[config.mk]
export PLATFORM = sky130hd
export DESIGN_NAME = dcc_clock_config
export DESIGN_NICKNAME = d
export VERILOG_FILES = /design/src/common/dcc_pkg.sv /design/src/hw/dcc_clk_div.sv /design/src/hw/dcc_clock_config.sv
export SDC_FILE = /design/constraint.sdc
export NUM_CORES = 1
export LEC_CHECK = 0
export BUFFER_PORTS_ARGS = -buffer_cell sky130_fd_sc_hd__buf_2
export CORE_MARGIN = 2
export CORE_UTILIZATION = 25
export CTS_CLUSTER_SIZE = 10
export DETAILED_ROUTE_END_ITERATION = 10
export PLACE_DENSITY = 0.54
export SYNTH_ARGS = -nofsm -noshare
export SYNTH_HDL_FRONTEND = slang
export SYNTH_SLANG_ARGS = --single-unit
export TNS_END_PERCENT = 20
[constraint.sdc]
create_clock -name clk_i -period 3.8 [get_ports clk_i]
set_input_delay 0.57 -clock clk_i [delete_from_list [all_inputs] [get_ports clk_i]]
set_output_delay 0.57 -clock clk_i [all_outputs]
set_load 0.005 [all_outputs]
[src/common/dcc_pkg.sv]
// Shared constants for the converter clock configuration block
package dcc_pkg;
    // Register indices; byte address is four times the index
    localparam logic [7:0] CFG_IDX = 8'h96;
    localparam logic [7:0] CTL_IDX = 8'h97;
    localparam int ADR_W = 12;
    localparam logic [ADR_W-1:0] CFG_ADDR = {2'h0, CFG_IDX, 2'h0};
    localparam logic [ADR_W-1:0] CTL_ADDR = {2'h0, CTL_IDX, 2'h0};
    // Configuration register fields
    localparam int CFG_RSVD_BIT = 7;
    localparam int CFG_DIV_HI = 6;
    localparam int CFG_DIV_LO = 5;
    localparam int CFG_SARPOL_BIT = 4;
    localparam int CFG_CONVERTER_CLOCK_INVERT_BIT = 3;
    localparam int CFG_ILIM_BIT = 2;
    localparam int CFG_SLP_BIT = 1;
    localparam int CFG_SRC_BIT = 0;
    localparam logic [7:0] CFG_RESET = 8'h00;
    // Control register fields
    localparam int CTL_MINPW_HI = 7;
    localparam int CTL_MINPW_LO = 6;
    localparam int CTL_SWSEL_BIT = 5;
    localparam int CTL_RSVD_BIT = 4;
    localparam int CTL_SYNC_BIT = 3;
    localparam int CTL_VSEL_HI = 2;
    localparam int CTL_VSEL_LO = 0;
    localparam logic [7:0] CTL_RESET = 8'h21;
    // Divider
    localparam int DIV_CODE_W = 2;
    localparam int DIV_CNT_W = 3;
    localparam logic [DIV_CODE_W-1:0] DIV_CODE_MAX = 2'h3;
    // System clock
    localparam int CLK_PERIOD_NS = 50;
endpackage : dcc_pkg

[src/hw/dcc_clk_div.sv]
// Divide-by-1/2/4/8 tick generator for the converter clock
`timescale 1ns/1ns
module dcc_clk_div #(
    parameter int CODE_W = dcc_pkg::DIV_CODE_W,
    parameter int CNT_W = dcc_pkg::DIV_CNT_W
) (
    input wire logic clk_i,
    input wire logic rst_i,
    input wire logic restart_i,
    input wire logic [CODE_W-1:0] code_i,
    output logic tick_o
);
    logic [CNT_W-1:0] cnt_q;
    logic [CNT_W-1:0] cnt_d;
    logic [CNT_W-1:0] limit;

    always_comb begin
        limit = CNT_W'((1 << code_i) - 1);
        tick_o = (cnt_q == limit) && !restart_i;
        if (restart_i || tick_o) begin
            cnt_d = '0;
        end else begin
            cnt_d = cnt_q + CNT_W'(1);
        end
    end

    always_ff @(posedge clk_i) begin
        if (rst_i) begin
            cnt_q <= '0;
        end else begin
            cnt_q <= cnt_d;
        end
    end
endmodule : dcc_clk_div

[src/hw/dcc_clock_config.sv]
// Converter clock configuration registers with clock divider and sync control
//
// Added by the designer: the Wishbone register port.
`timescale 1ns/1ns
module dcc_clock_config (
    input wire logic clk_i,
    input wire logic rst_i,
    input wire logic wb_cyc_i,
    input wire logic wb_stb_i,
    input wire logic wb_we_i,
    input wire logic [dcc_pkg::ADR_W-1:0] wb_adr_i,
    input wire logic [3:0] wb_sel_i,
    input wire logic [31:0] wb_dat_i,
    output logic [31:0] wb_dat_o,
    output logic wb_ack_o,
    input wire logic switch_quiet_i,
    output logic conv_clk_src_sys_o,
    output logic conv_clk_en_o,
    output logic conv_clk_invert_o,
    output logic sar_clk_en_o,
    output logic sar_clk_invert_o,
    output logic adc_track_o,
    output logic sync_enable_o,
    output logic peak_current_high_o,
    output logic sleep_supply_float_o,
    output logic switch_small_o,
    output logic [1:0] min_pulse_sel_o,
    output logic [2:0] out_voltage_sel_o
);
    // Register file
    logic [6:0] cfg_q;
    logic [6:0] cfg_d;
    logic [7:0] ctl_q;
    logic [7:0] ctl_d;
    logic ack_q;
    logic ack_d;
    logic [31:0] rdat_q;
    logic [31:0] rdat_d;
    logic req;

    always_comb begin
        req = wb_cyc_i && wb_stb_i && !ack_q;
        ack_d = req;
        cfg_d = cfg_q;
        ctl_d = ctl_q;
        rdat_d = rdat_q;
        if (req && !wb_we_i) begin
            rdat_d = 32'h0000_0000;
            if (wb_adr_i == dcc_pkg::CFG_ADDR) begin
                rdat_d = {25'h0, cfg_q};
            end else if (wb_adr_i == dcc_pkg::CTL_ADDR) begin
                rdat_d = {24'h0, ctl_q};
                rdat_d[dcc_pkg::CTL_RSVD_BIT] = 1'b0;
            end
        end
        if (req && wb_we_i && wb_sel_i[0]) begin
            if (wb_adr_i == dcc_pkg::CFG_ADDR) begin
                // Bit 7 is not stored, so a stray one is dropped
                cfg_d = wb_dat_i[6:0];
            end else if (wb_adr_i == dcc_pkg::CTL_ADDR) begin
                ctl_d = wb_dat_i[7:0];
            end
        end
    end

    always_ff @(posedge clk_i) begin
        if (rst_i) begin
            cfg_q <= dcc_pkg::CFG_RESET[6:0];
            ctl_q <= dcc_pkg::CTL_RESET;
            ack_q <= 1'b0;
            rdat_q <= 32'h0000_0000;
        end else begin
            cfg_q <= cfg_d;
            ctl_q <= ctl_d;
            ack_q <= ack_d;
            rdat_q <= rdat_d;
        end
    end

    assign wb_ack_o = ack_q;
    assign wb_dat_o = rdat_q;

    // Quiet-time pin from the power stage crosses in through two flops
    logic quiet_s1_q;
    logic quiet_s2_q;

    always_ff @(posedge clk_i) begin
        if (rst_i) begin
            quiet_s1_q <= 1'b0;
            quiet_s2_q <= 1'b0;
        end else begin
            quiet_s1_q <= switch_quiet_i;
            quiet_s2_q <= quiet_s1_q;
        end
    end

    // Active clock settings: taken over at a period boundary on the system clock and at once on the local oscillator, so no
    // converter clock period is ever cut short by a register write
    logic src_act_q;
    logic src_act_d;
    logic inv_act_q;
    logic inv_act_d;
    logic [1:0] div_act_q;
    logic [1:0] div_act_d;
    logic restart;
    logic tick;
    logic src_sel;
    logic [1:0] div_sel;

    always_comb begin
        src_sel = cfg_q[dcc_pkg::CFG_SRC_BIT];
        div_sel = cfg_q[dcc_pkg::CFG_DIV_HI:dcc_pkg::CFG_DIV_LO];
        src_act_d = src_act_q;
        inv_act_d = inv_act_q;
        div_act_d = div_act_q;
        restart = 1'b0;
        if (!src_act_q) begin
            // Local oscillator: no system pulses in flight, apply at once
            src_act_d = src_sel;
            inv_act_d = cfg_q[dcc_pkg::CFG_CONVERTER_CLOCK_INVERT_BIT];
            div_act_d = div_sel;
            restart = 1'b1;
        end else if (tick) begin
            src_act_d = src_sel;
            inv_act_d = cfg_q[dcc_pkg::CFG_CONVERTER_CLOCK_INVERT_BIT];
            div_act_d = div_sel;
        end
    end

    always_ff @(posedge clk_i) begin
        if (rst_i) begin
            src_act_q <= dcc_pkg::CFG_RESET[dcc_pkg::CFG_SRC_BIT];
            inv_act_q <= dcc_pkg::CFG_RESET[dcc_pkg::CFG_CONVERTER_CLOCK_INVERT_BIT];
            div_act_q <= dcc_pkg::CFG_RESET[dcc_pkg::CFG_DIV_HI:dcc_pkg::CFG_DIV_LO];
        end else begin
            src_act_q <= src_act_d;
            inv_act_q <= inv_act_d;
            div_act_q <= div_act_d;
        end
    end

    dcc_clk_div #(
        .CODE_W(dcc_pkg::DIV_CODE_W),
        .CNT_W(dcc_pkg::DIV_CNT_W)
    ) u_div (
        .clk_i(clk_i),
        .rst_i(rst_i),
        .restart_i(restart),
        .code_i(div_act_q),
        .tick_o(tick)
    );

    // Registered outputs
    logic en_q;
    logic en_d;
    logic cinv_q;
    logic cinv_d;
    logic csrc_q;
    logic csrc_d;
    logic sar_en_q;
    logic sar_en_d;
    logic sar_inv_q;
    logic sar_inv_d;
    logic track_q;
    logic track_d;
    logic sync_en;

    always_comb begin
        sync_en = ctl_q[dcc_pkg::CTL_SYNC_BIT];
        csrc_d = src_act_q;
        // Ticks only while the system clock feeds the converter
        en_d = tick && src_act_q;
        cinv_d = inv_act_q && src_act_q;
        sar_en_d = sync_en && tick && src_act_q;
        // Polarity bit reads 0 as invert; meaningless without sync
        sar_inv_d = sync_en && !cfg_q[dcc_pkg::CFG_SARPOL_BIT];
        track_d = sync_en && quiet_s2_q;
    end

    always_ff @(posedge clk_i) begin
        if (rst_i) begin
            en_q <= 1'b0;
            cinv_q <= 1'b0;
            csrc_q <= 1'b0;
            sar_en_q <= 1'b0;
            sar_inv_q <= 1'b0;
            track_q <= 1'b0;
        end else begin
            en_q <= en_d;
            cinv_q <= cinv_d;
            csrc_q <= csrc_d;
            sar_en_q <= sar_en_d;
            sar_inv_q <= sar_inv_d;
            track_q <= track_d;
        end
    end

    assign conv_clk_en_o = en_q;
    assign conv_clk_invert_o = cinv_q;
    assign conv_clk_src_sys_o = csrc_q;
    assign sar_clk_en_o = sar_en_q;
    assign sar_clk_invert_o = sar_inv_q;
    assign adc_track_o = track_q;
    assign sync_enable_o = sync_en;
    assign peak_current_high_o = cfg_q[dcc_pkg::CFG_ILIM_BIT];
    assign sleep_supply_float_o = cfg_q[dcc_pkg::CFG_SLP_BIT];
    assign switch_small_o = ctl_q[dcc_pkg::CTL_SWSEL_BIT];
    assign min_pulse_sel_o = ctl_q[dcc_pkg::CTL_MINPW_HI:dcc_pkg::CTL_MINPW_LO];
    assign out_voltage_sel_o = ctl_q[dcc_pkg::CTL_VSEL_HI:dcc_pkg::CTL_VSEL_LO];

    // Helper: cycles since the last converter clock pulse
    logic [3:0] gap_q;

    always_ff @(posedge clk_i) begin
        if (rst_i || en_q) begin
            gap_q <= 4'h0;
        end else if (gap_q != 4'hF) begin
            gap_q <= gap_q + 4'h1;
        end
    end
endmodule : dcc_clock_config

* Yosys cells after proc, flatten, opt, wreduce, memory -nomap -nowiden
Cells that the tools add are included.
Storage, ports and cells: bits in registers 63, bits in latches 0, bits in writable memories 0, ROM bits 0, bits of input ports 54, output and inout bits 48, logic and storage cells 52, memories 0
Cells by class: $add $sub $neg 2, multipliers 0, divide/modulo/power cells 0, order comparisons 0, eq/ne operators 4, shifts and indexed selects 1, multiplexer cells 9, bitwise logic cells 1, reduce and logical (&&, ||, !) cells 19
Operator list (count):
- $eq 12x10->1 const B | 2
- $mux 8 | 2
- $logic_and 1x1->1 | 12
- $mux 1 | 5
- $mux 2 | 2
- $add 3x1->3 const B | 1
- $eq 3x3->1 | 1
- $logic_not 1->1 | 3
- $reduce_and 3->1 | 1
- $shl 1x2->3 const A | 1
- $sub 3x2->3 const B | 1
- $ne 2x1->1 const B | 1
- $reduce_and 2->1 | 1
- $reduce_or 2->1 | 1
- $logic_or 1x1->1 | 1
- $not 1->1 | 1

* Longest topological paths before layout
Gate-level depths: netlist of run 1.
depth in word-level cells 6, gate-level depth with buffers 6, depth with buffers taken out 4

* By module
A second synthesis of run 1 with hierarchy kept.
Second synthesis, totals: cells, all modules 196, area total of the unflattened synthesis 1744.2 um^2
By module, submodules not included:
- dcc_clock_config | times used 1, cells an instance 177, area an instance 1570.3 um^2, sequential area each 700.7 um^2
- dcc_clk_div | times used 1, cells an instance 19, area an instance 173.9 um^2, sequential area each 60.1 um^2

* Worst setup path after synthesis of run 1
OpenSTA, ideal clock, no wires.
kind input to register, start point input port wb_adr_i[11] (netlist name), end point register cfg_q[5], library setup time 0.135 ns, arrival time 1.829 ns, data required time 3.665 ns, slack 1.836 ns, cell stages on the path 4, path buffers 0, cell sequence or4b_4 or4_4 o21ai_1 a21oi_1
Between the ends: longest elaborated chain between the ends 2
RTL lines:
- start: declaration | RTL line dcc_clock_config.sv:11 | input wire logic [dcc_pkg::ADR_W-1:0] wb_adr_i,
- $eq 12x10->1 | RTL line dcc_clock_config.sv:57 | if (wb_adr_i == dcc_pkg::CFG_ADDR) begin
- $reduce_and 2->1 (no source line)
- end signal: assignment | RTL line dcc_clock_config.sv:68 | cfg_q <= dcc_pkg::CFG_RESET[6:0];
- end signal: assignment | RTL line dcc_clock_config.sv:73 | cfg_q <= cfg_d;
- end: declaration | RTL line dcc_clock_config.sv:31 | logic [6:0] cfg_q;
No other way between the ends. A chain may end at the register's enable or synchronous reset.

* Final worst setup path of run 1
start point input port wb_adr_i[11] (netlist name), end point register rdat_q[2] (netlist: wb_dat_o[2])
Between the ends: longest elaborated chain between the ends 3, elaborated cells on any way between the ends 4, those cells by class eq/ne: 2; mux: 2
RTL lines:
- $eq 12x10->1 | RTL line dcc_clock_config.sv:51 | end else if (wb_adr_i == dcc_pkg::CTL_ADDR) begin
- $mux 8 | RTL line dcc_clock_config.sv:51
- $mux 8 * | RTL line dcc_clock_config.sv:49 | if (wb_adr_i == dcc_pkg::CFG_ADDR) begin
- end signal: assignment | RTL line dcc_clock_config.sv:76 | rdat_q <= rdat_d;
- end: declaration | RTL line dcc_clock_config.sv:37 | logic [31:0] rdat_q;
Mark *: on every way between the ends. The rest lies on a longest branch, timed or not.

==> reports/results.ini, run 1 <==
[outcome]
outcome=finished, final reports clean

[floorplan]
die_w_um=87.6
row_count=30
die_y_um=87.6
ioPinCount=102
start_util=0.257
core_area_um2=6790
die_area_um2=7680

[cts]
path_clk_slew_ns=0.08
cts_setup_buffers=0
cts_resized=0
cts_num_sinks=38
numCtsBuffers=5
clock_path_buffers=2
cts-hold-fix-buffers=0
clockRootBuffer=clkbuf_8
cts_tree=built
clock_latency_ns=0.30
h-tree-depth=2

[sta]
finalWorstSetupSlack_ns=1.67
rsz0062_at_grt=false
slew_headroom=0.446
clock_skew_ns=0.00920
fin_setup_tns_ns=0
fin_crit_sh=0.561
period_needed_ns=2.13
tightestPinTransition_ns=0.826
fmax_mhz=469
hold_viol_final=0
drv_slew=0
setup_viol=0

[critical_path]
startpoint=wb_adr_i[11]
required_ns=4.02
critical_path.cell_chain=buf_2, or4b_4, nor4_4, a221oi_1, nor3_1
crit_family=simple AND/OR/NAND/NOR gates
end_kind=register
setup.worst_path.class=in -> reg
slowest_delay_ns=0.71
critPathBufInv=1
rr_startpoint=wb_ack_o
crit_slowest_cell=nor4_4
path_max_fanout=14
crit_arrival_ns=2.35
cp-start-kind=input pin

[detailed_routing]
drt-total-wl_um=3950
ant_nets=0
drt_first_iter_violations=30
first_pass_iters=4
drc=0
routed-via-count=1441
wire_per_inst_um=11.8
vias_per_cell=4.30

[synth]
synth_top_area_share=0.435
yosys.cell_count.top_type=dfxtp_1
synthFlopType=dfxtp_1
synth_top_cell_by_area=dfxtp_1
synthTopCellsByArea=dfxtp_1 (44%), buf_4 (11%), nand3_1 (4.3%)
ys_ff_latch=38
avgSynthCellArea_um2=9.15
synth-async-reset-ratio=0
ys_seq_area_frac=0.435
yosys_warnings=0
syn_inst=191
synth_edf_count=0
yosys-top-cells-count=dfxtp_1 (38), buf_4 (25), nand3_1 (15), nor2_1 (15), a21oi_1 (14)
synth_area_um2=1750
ys_types=38

[grt]
gr-usage-met3=0.0339
busiest_layer=met2
met1_usage=0.145
grt-ovfl-total=0
grt_pass1_wl_um=6510
grt_max_degree=35
grt_pass1_vias=1304
antenna_found_initial=0
grt_util_met2=0.168
grtUsageTotal=0.110

[place]
hpwlAfterDp_um=2860
gp_congestion=0.676
io_buffers=50
pre_cts_ws_ns=1.35

[hold_path]
hp-start=quiet_s2_q
hp-class=reg -> reg

[power_and_ir_drop]
seqPwrFrac=0.459
p_sw_mw=0.176
clockPowerShare=0.483
power.share.switching=0.200
ir_worst_vdd_mv=0.139
power_density_nw_per_um2=417
p_int_mw=0.704
share_comb_of_total_power=0.058
p_leak_nw=0.887

[finish]
drive_above_1_share=0.297
nets=293
syn2layout_area_growth_pct=20.7
finish.utilization=0.310
antenna_cells=0

[run]
max_cap_violations=0

[stage by stage]
step | total power [mW] | hold slack, ns | std cells | area [um^2]
after global placement | 0.465 | 0.403 | 327 | 1970
after global routing | 0.912 | 0.420 | 335 | 2110
final | 0.880 | 0.413 | 335 | 2110
after CTS | 0.889 | 0.414 | 335 | 2110
after detailed placement | 0.465 | 0.403 | 327 | 1970
after floorplan | 0.459 | 0.394 | 214 | 1830
[tightest hold or removal path: stages, from the launching register on]
cell,delay [ns]
dfxtp_1,0.30
inv_1,0.04
nor2_1,0.03
[cell families after synthesis]
family,after synthesis,share of synthesized area
compound gates,36,0.127
xor+xnor,2,0.0100
fa+ha+maj,1,0.00716
buf+inv,37,0.147
flops,38,0.435
mux,3,0.0172
other cells,1,0.00215
simple gates,73,0.254
[registers in the layout, summed over array words and instances, names as in the netlist, 2 cells and up]
| signal | cells |
|---|---|
| wb_dat_o | 8 |
| u_div.cnt_q | 3 |
| ctl_q | 7 |
| div_act_q | 2 |
| cfg_q | 7 |
[cell usage in the layout, fill, tap and decap left out, types with 3 or more instances in the layout]
cell and instances:
a221oi_1 4, dfxtp_1 38, nand3_1 15, nand2_1 5
nor3_1 5, o21ai_0 7, nor2_1 15, inv_1 3
mux2i_1 3, a21oi_1 14, conb_1 24, and3_1 4
buf_2 50, nand2b_1 7, clkbuf_8 6, nor2b_1 3
o21ai_1 7
[power groups by stage]
stage	Combinational, mW	Sequential (mW)	Clock [mW]
floorplan	0.0456	0.414	0
global placement	0.0513	0.413	0
detailed placement	0.0518	0.413	0
CTS	0.0520	0.404	0.433
global route	0.0584	0.404	0.450
finish	0.0513	0.404	0.425
[routing by layer]
layer | routed length, um | share of wire
met4 | 68 | 0.017
met1 | 1800 | 0.46
met2 | 1830 | 0.46
met3 | 250 | 0.063
met5 | 0 | 0
[worst paths after layout]
path,endpoint,slack (ns),depth (start not counted)
hold reg to reg,adc_track_o,0.41,2
setup reg to reg,wb_dat_o[4],2.30,4
hold / removal,adc_track_o,0.41,2
setup / recovery,wb_dat_o[2],1.67,5
[area by class of cell]
| cell class | instances | area (um^2) |
|---|---|---|
| Fill cell | 751 | 4680 |
| Multi-Input combinational cell | 139 | 817 |
| Sequential cell | 38 | 761 |
| Timing Repair Buffer | 51 | 258 |
| Tap cell | 96 | 120 |
| Clock buffer | 6 | 82.6 |
| Clock inverter | 2 | 60.1 |
| Inverter | 3 | 11.3 |
Power figures use the tool's default switching activity.
==> run 2, diff against run 1 <==
--- a/config.mk
+++ b/config.mk
@@ -10,7 +10,7 @@
 export CORE_UTILIZATION = 25
 export CTS_CLUSTER_SIZE = 10
 export DETAILED_ROUTE_END_ITERATION = 10
-export PLACE_DENSITY = 0.54
+export PLACE_DENSITY = 0.56
 export SYNTH_ARGS = -nofsm -noshare
 export SYNTH_HDL_FRONTEND = slang
 export SYNTH_SLANG_ARGS = --single-unit
==> constraint.sdc (replaced) <==
create_clock -name clk_i -period 1.8 [get_ports clk_i]
set_input_delay 0.27 -clock clk_i [delete_from_list [all_inputs] [get_ports clk_i]]
set_output_delay 0.27 -clock clk_i [all_outputs]
set_load 0.005 [all_outputs]
==> run 2 against run 1 <==
Against the previous run:
- final cell count up 1.8%
- total power is 91% higher
- flip-flop and latch count unchanged
- sequential share of layout area is 0.40 points lower
- wire length decreased by 0.66%
- utilization is 0.35 points higher
- sequential power grew 110%
- combinational power up 120%
- hold slack worse by 0.22 ns
- register-to-register slack got worse by 1.9 ns
- count of clock-buffer cells in the layout is 1 lower
- critical path type unchanged
==> reports/results.ini, run 2 (synthesized netlist as in run 1, its figures left out) <==
[critical_path]
rr_worst_depth=5  ; was 4
crit_slowest_cell=or4_4  ; was nor4_4
setup.worst_path.class=in -> reg  ; unchanged
crit_arrival_ns=1.71  ; was 2.35 ns
end_kind=register  ; unchanged
required_ns=1.97  ; was 4.02 ns
path_max_fanout=7  ; was 14
rrSetupSlack_ns=0.38  ; was 2.30 ns
cp-start-kind=input pin  ; unchanged
critical_path.cell_chain=buf_2, or4b_4, or4_4, o21ai_1, a21oi_1  ; was buf_2, or4b_4, nor4_4, a221oi_1, nor3_1
slowest_delay_ns=0.56  ; was 0.71 ns

[grt]
grt_pass1_vias=1256  ; was 1304
grt-ovfl-total=0  ; unchanged
grt_pass1_wl_um=6070  ; was 6510 um
antenna_found_initial=0  ; unchanged
grt_max_degree=30  ; was 35
grtUsageTotal=0.102  ; was 0.110

[detailed_routing]
drt-total-wl_um=3920  ; was 3950 um
top_layer=met4  ; unchanged
m1WireLength_um=1790  ; was 1800 um
first_pass_iters=4  ; unchanged
ant_nets=0  ; unchanged
route.met2.wl_um=1880  ; was 1830 um
routed-via-count=1416  ; was 1441
drc=0  ; unchanged
vias_per_cell=4.15  ; was 4.30
wire_per_inst_um=11.5  ; was 11.8 um
wl_met3_um=215  ; was 250 um
drt_first_iter_violations=63  ; was 30

[sta]
rsz0062_at_grt=false  ; unchanged
setup_viol=0  ; unchanged
period_needed_ns=1.54
fin_crit_sh=0.854
fmax_mhz=651
whs_ns=0.192  ; was 0.413 ns
clock_skew_ns=0.00769  ; was 0.00920 ns
drv_slew=0  ; unchanged
hold_viol_final=0  ; unchanged

[place]
post_dp_cell_area_um2=2020  ; was 1970 um^2
gp_congestion=0.726  ; was 0.676
hpwlAfterDp_um=2900  ; was 2860 um
io_buffers=50  ; unchanged

[floorplan]
die_y_um=87.6  ; unchanged
die_w_um=87.6  ; unchanged
core_area_um2=6790  ; unchanged
row_count=30  ; unchanged
die_area_um2=7680  ; unchanged
ioPinCount=102  ; unchanged
start_util=0.257  ; unchanged

[cts]
cts_num_sinks=38  ; unchanged
clockRootBuffer=clkbuf_8  ; unchanged
clock_path_buffers=2  ; unchanged
cts_resized=0  ; unchanged
cts_tree=built  ; unchanged
clock_latency_ns=0.29  ; was 0.30 ns
cts-hold-fix-buffers=0  ; unchanged
path_clk_slew_ns=0.08  ; about the same
h-tree-depth=2  ; unchanged
numCtsBuffers=5  ; unchanged
cts_setup_buffers=0  ; unchanged

[finish]
finish.utilization=0.314  ; was 0.310
nets=299  ; was 293
syn2layout_area_growth_pct=22.0  ; was 20.7%
final_cell_mix=buf_2 (50), dfxtp_1 (38), conb_1 (24)  ; unchanged
mostFrequentLayoutCell=buf_2  ; unchanged
design_area_um2=2130  ; was 2110 um^2
drive_above_1_share=0.314  ; was 0.297
largest_reg_flops=8  ; unchanged
antenna_cells=0  ; unchanged

[hold_path]
holdPathStages=2  ; unchanged
hp-class=in -> reg  ; was reg -> reg

[power_and_ir_drop]
ir_worst_vdd_mv=0.236  ; was 0.139 mV
p_leak_nw=0.908  ; was 0.887 nW
power_density_nw_per_um2=788  ; was 417 nW/um^2

[outcome]
outcome=finished, final reports clean  ; unchanged

[run]
max_cap_violations=0  ; unchanged

==> run 2: cell types whose count changed in the layout (fill, tap and decap cells not counted), sizes merged <==
| cell | delta |
|---|---|
| clkinv | +2 |
| bufinv | -1 |
| buf | +6 |
| clkbuf | -1 |
==> run 2: worst paths after layout <==
check           endpoint            from
max reg2reg     ctl_q[5]        wb_ack_o
min reg2reg  adc_track_o      quiet_s2_q
min           quiet_s1_q  switch_quiet_i
max             cfg_q[1]    wb_adr_i[11]
==> run 2: critical path, delay by kind of cell <==
kind                   cells  cell delay, ns
and+or+nand+nor            2            1.11
AOI/OAI and AO/OA          2            0.22
buffers and inverters      1            0.10
==> run 2: metal layers <==
layer	global-route usage	vias to the layer above
li1	-	724
met5	0	-
met4	0.0294	0
met2	0.166	39
met1	0.124	647
met3	0.0424	6
==> run 2: area by class of cell <==
class                           instances  area (um^2)
Clock buffer                            5         68.8
Clock inverter                          3         40.0
Fill cell                             727         4660
Inverter                                3         11.3
Multi-Input combinational cell        139          817
Sequential cell                        38          761
Tap cell                               96          120
Timing Repair Buffer                   57          315
==> run 2: per-stage QoR <==
stage	setup TNS, ns	instances	worst slack (ns)	power (mW)
2_1_floorplan	0	214	0.136	0.970
6_report	0	341	0.263	1.68
4_1_cts	0	341	0.272	1.70
3_5_place_dp	-0.258	333	-0.0421	0.985
5_1_grt	0	341	0.235	1.76
3_3_place_gp	-0.175	333	-0.0275	0.985
==> run 2: report_power, final <==
part / internal [mW] / total (mW) / switching (mW)
clock: 0.408 / 0.716 / 0.308
sequential: 0.849 / 0.853 / 0.00362
combinational: 0.0479 / 0.112 / 0.0638
==> run 3, diff against run 2 <==
--- a/config.mk
+++ b/config.mk
@@ -6,6 +6,7 @@
 export NUM_CORES = 1
 export LEC_CHECK = 0
 export BUFFER_PORTS_ARGS = -buffer_cell sky130_fd_sc_hd__buf_2
+export CORE_ASPECT_RATIO = 0.6
 export CORE_MARGIN = 2
 export CORE_UTILIZATION = 25
 export CTS_CLUSTER_SIZE = 10
==> run 3 against run 2 <==
Against the previous run:
- first-iteration DRC count is 40% higher
- clock skew decreased by 0.0047 ns
- total power is 27% higher
- via count up 2.7%
- hold slack gained 0.0072 ns
- utilization rose by 1.2 points
- die area up 0.29%
==> reports/results.ini, run 3 (synthesized netlist as in run 1, its figures left out) <==
[outcome]
outcome=finished, final reports clean  ; unchanged

[floorplan]
ioPinCount=102  ; unchanged
die_y_um=68.8  ; was 87.6 um
row_count=23  ; was 30
die_w_um=112  ; was 87.6 um
core_area_um2=6730  ; was 6790 um^2
start_util=0.260  ; was 0.257
die_area_um2=7700  ; was 7680 um^2

[critical_path]
crit_arrival_ns=1.74  ; was 1.71 ns
path_max_fanout=7  ; unchanged
setup.worst_path.class=in -> reg  ; unchanged
end_kind=register  ; unchanged
required_ns=1.95  ; was 1.97 ns
cp-start-kind=input pin  ; unchanged

[grt]
grtUsageTotal=0.108  ; was 0.102
grt_max_degree=20  ; was 30
grt_pass1_vias=1307  ; was 1256
antenna_found_initial=0  ; unchanged
grt-ovfl-total=0  ; unchanged
grt_pass1_wl_um=6380  ; was 6070 um

[cts]
numCtsBuffers=5  ; unchanged
cts_setup_buffers=0  ; unchanged
cts_resized=0  ; unchanged
cts_tree=built  ; unchanged
path_clk_slew_ns=0.06  ; was 0.08 ns
h-tree-depth=2  ; unchanged
clockRootBuffer=clkbuf_16  ; was clkbuf_8
cts-hold-fix-buffers=0  ; unchanged
clock_path_buffers=2  ; unchanged
cts_num_sinks=38  ; unchanged
clock_latency_ns=0.28  ; was 0.29 ns

[place]
io_buffers=50  ; unchanged
pre_cts_ws_ns=-0.0546  ; was -0.0421 ns
post_dp_cell_area_um2=2000  ; was 2020 um^2
gp_congestion=0.724  ; was 0.726
hpwlAfterDp_um=3090  ; was 2900 um

[sta]
whs_ns=0.199  ; was 0.192 ns
rsz0062_at_grt=false  ; unchanged
finalWorstSetupSlack_ns=0.210  ; was 0.263 ns
fmax_mhz=629  ; was 651 MHz
drv_slew=0  ; unchanged
setup_viol=0  ; unchanged
clock_skew_ns=0.00294  ; was 0.00769 ns
fin_setup_tns_ns=0  ; unchanged
hold_viol_final=0  ; unchanged
fin_crit_sh=0.884  ; was 0.854
period_needed_ns=1.59  ; was 1.54 ns

[detailed_routing]
drt-total-wl_um=4110  ; was 3920 um
wire_per_inst_um=12.5  ; was 11.5 um
first_pass_iters=4  ; unchanged
routed-via-count=1454  ; was 1416
ant_nets=0  ; unchanged
drt_first_iter_violations=88  ; was 63
drc=0  ; unchanged
vias_per_cell=4.41  ; was 4.15

[power_and_ir_drop]
power_density_nw_per_um2=971  ; was 788 nW/um^2
ir_worst_vdd_mv=0.677  ; was 0.236 mV
p_leak_nw=0.937  ; was 0.908 nW
p_total_mw=2.13  ; was 1.68 mW

[finish]
nets=297  ; was 299
final_cell_mix=buf_2 (50), dfxtp_1 (38), conb_1 (24)  ; unchanged
syn2layout_area_growth_pct=25.7  ; was 22.0%
drive_above_1_share=0.309  ; was 0.314
fill_cells=729  ; was 727
antenna_cells=0  ; unchanged
mostFrequentLayoutCell=buf_2  ; unchanged
largest_reg_flops=8  ; unchanged
design_area_um2=2200  ; was 2130 um^2

[run]
max_cap_violations=0  ; unchanged

[hold_path]
hp-class=in -> reg  ; unchanged

[run 3: cell types whose count changed in the layout (fill, tap and decap cells not counted)]
cell	previous run	this run
buf_4	6	4
clkinv_2	2	0
clkbuf_8	5	1
clkbuf_16	0	5
bufinv_16	1	2
[run 3: routing by layer]
metal / vias to the layer above / track usage / part of all wire
li1: 721 / - / -
met1: 679 / 0.147 / 0.51
met2: 49 / 0.151 / 0.39
met3: 5 / 0.0472 / 0.098
met4: 0 / 0.0366 / 0.0090
met5: - / 0 / 0
[run 3: layout make-up]
type	instances	area, um^2	share of cell area
well taps	87	109	0.0495
repair buffers	55	300	0.137
clock buffers	6	139	0.0632
flip-flops and latches	38	761	0.346
multi-input cells	139	817	0.372
inverters	3	11.3	0.00513
clock inverters	2	60.1	0.0273
[run 3: critical path, stage by stage]
cell and delay [ns]:
buf_2 0.10, or4b_4 0.55, or4_4 0.57, o21ai_1 0.16, a21oi_1 0.08
[run 3: power breakdown]
part	total (mW)	internal (mW)	switching [mW]
clock	1.16	0.831	0.333
combinational	0.113	0.0472	0.0661
sequential	0.855	0.851	0.00452
total	2.13	1.73	0.403
[run 3: worst paths after layout]
path | cells after the start | start | to | slack [ns]
min | 2 | switch_quiet_i | quiet_s1_q | 0.20
min reg2reg | 2 | quiet_s2_q | adc_track_o | 0.41
max reg2reg | 5 | wb_ack_o | ctl_q[1] | 0.36
max | 5 | wb_adr_i[11] | cfg_q[1] | 0.21
[run 3: per-stage QoR]
stage | util | instances
after floorplan | - | 214
after global placement | 0.297 | 322
after detailed placement | 0.297 | 322
after CTS | 0.326 | 330
after global routing | 0.326 | 330
final | 0.326 | 330
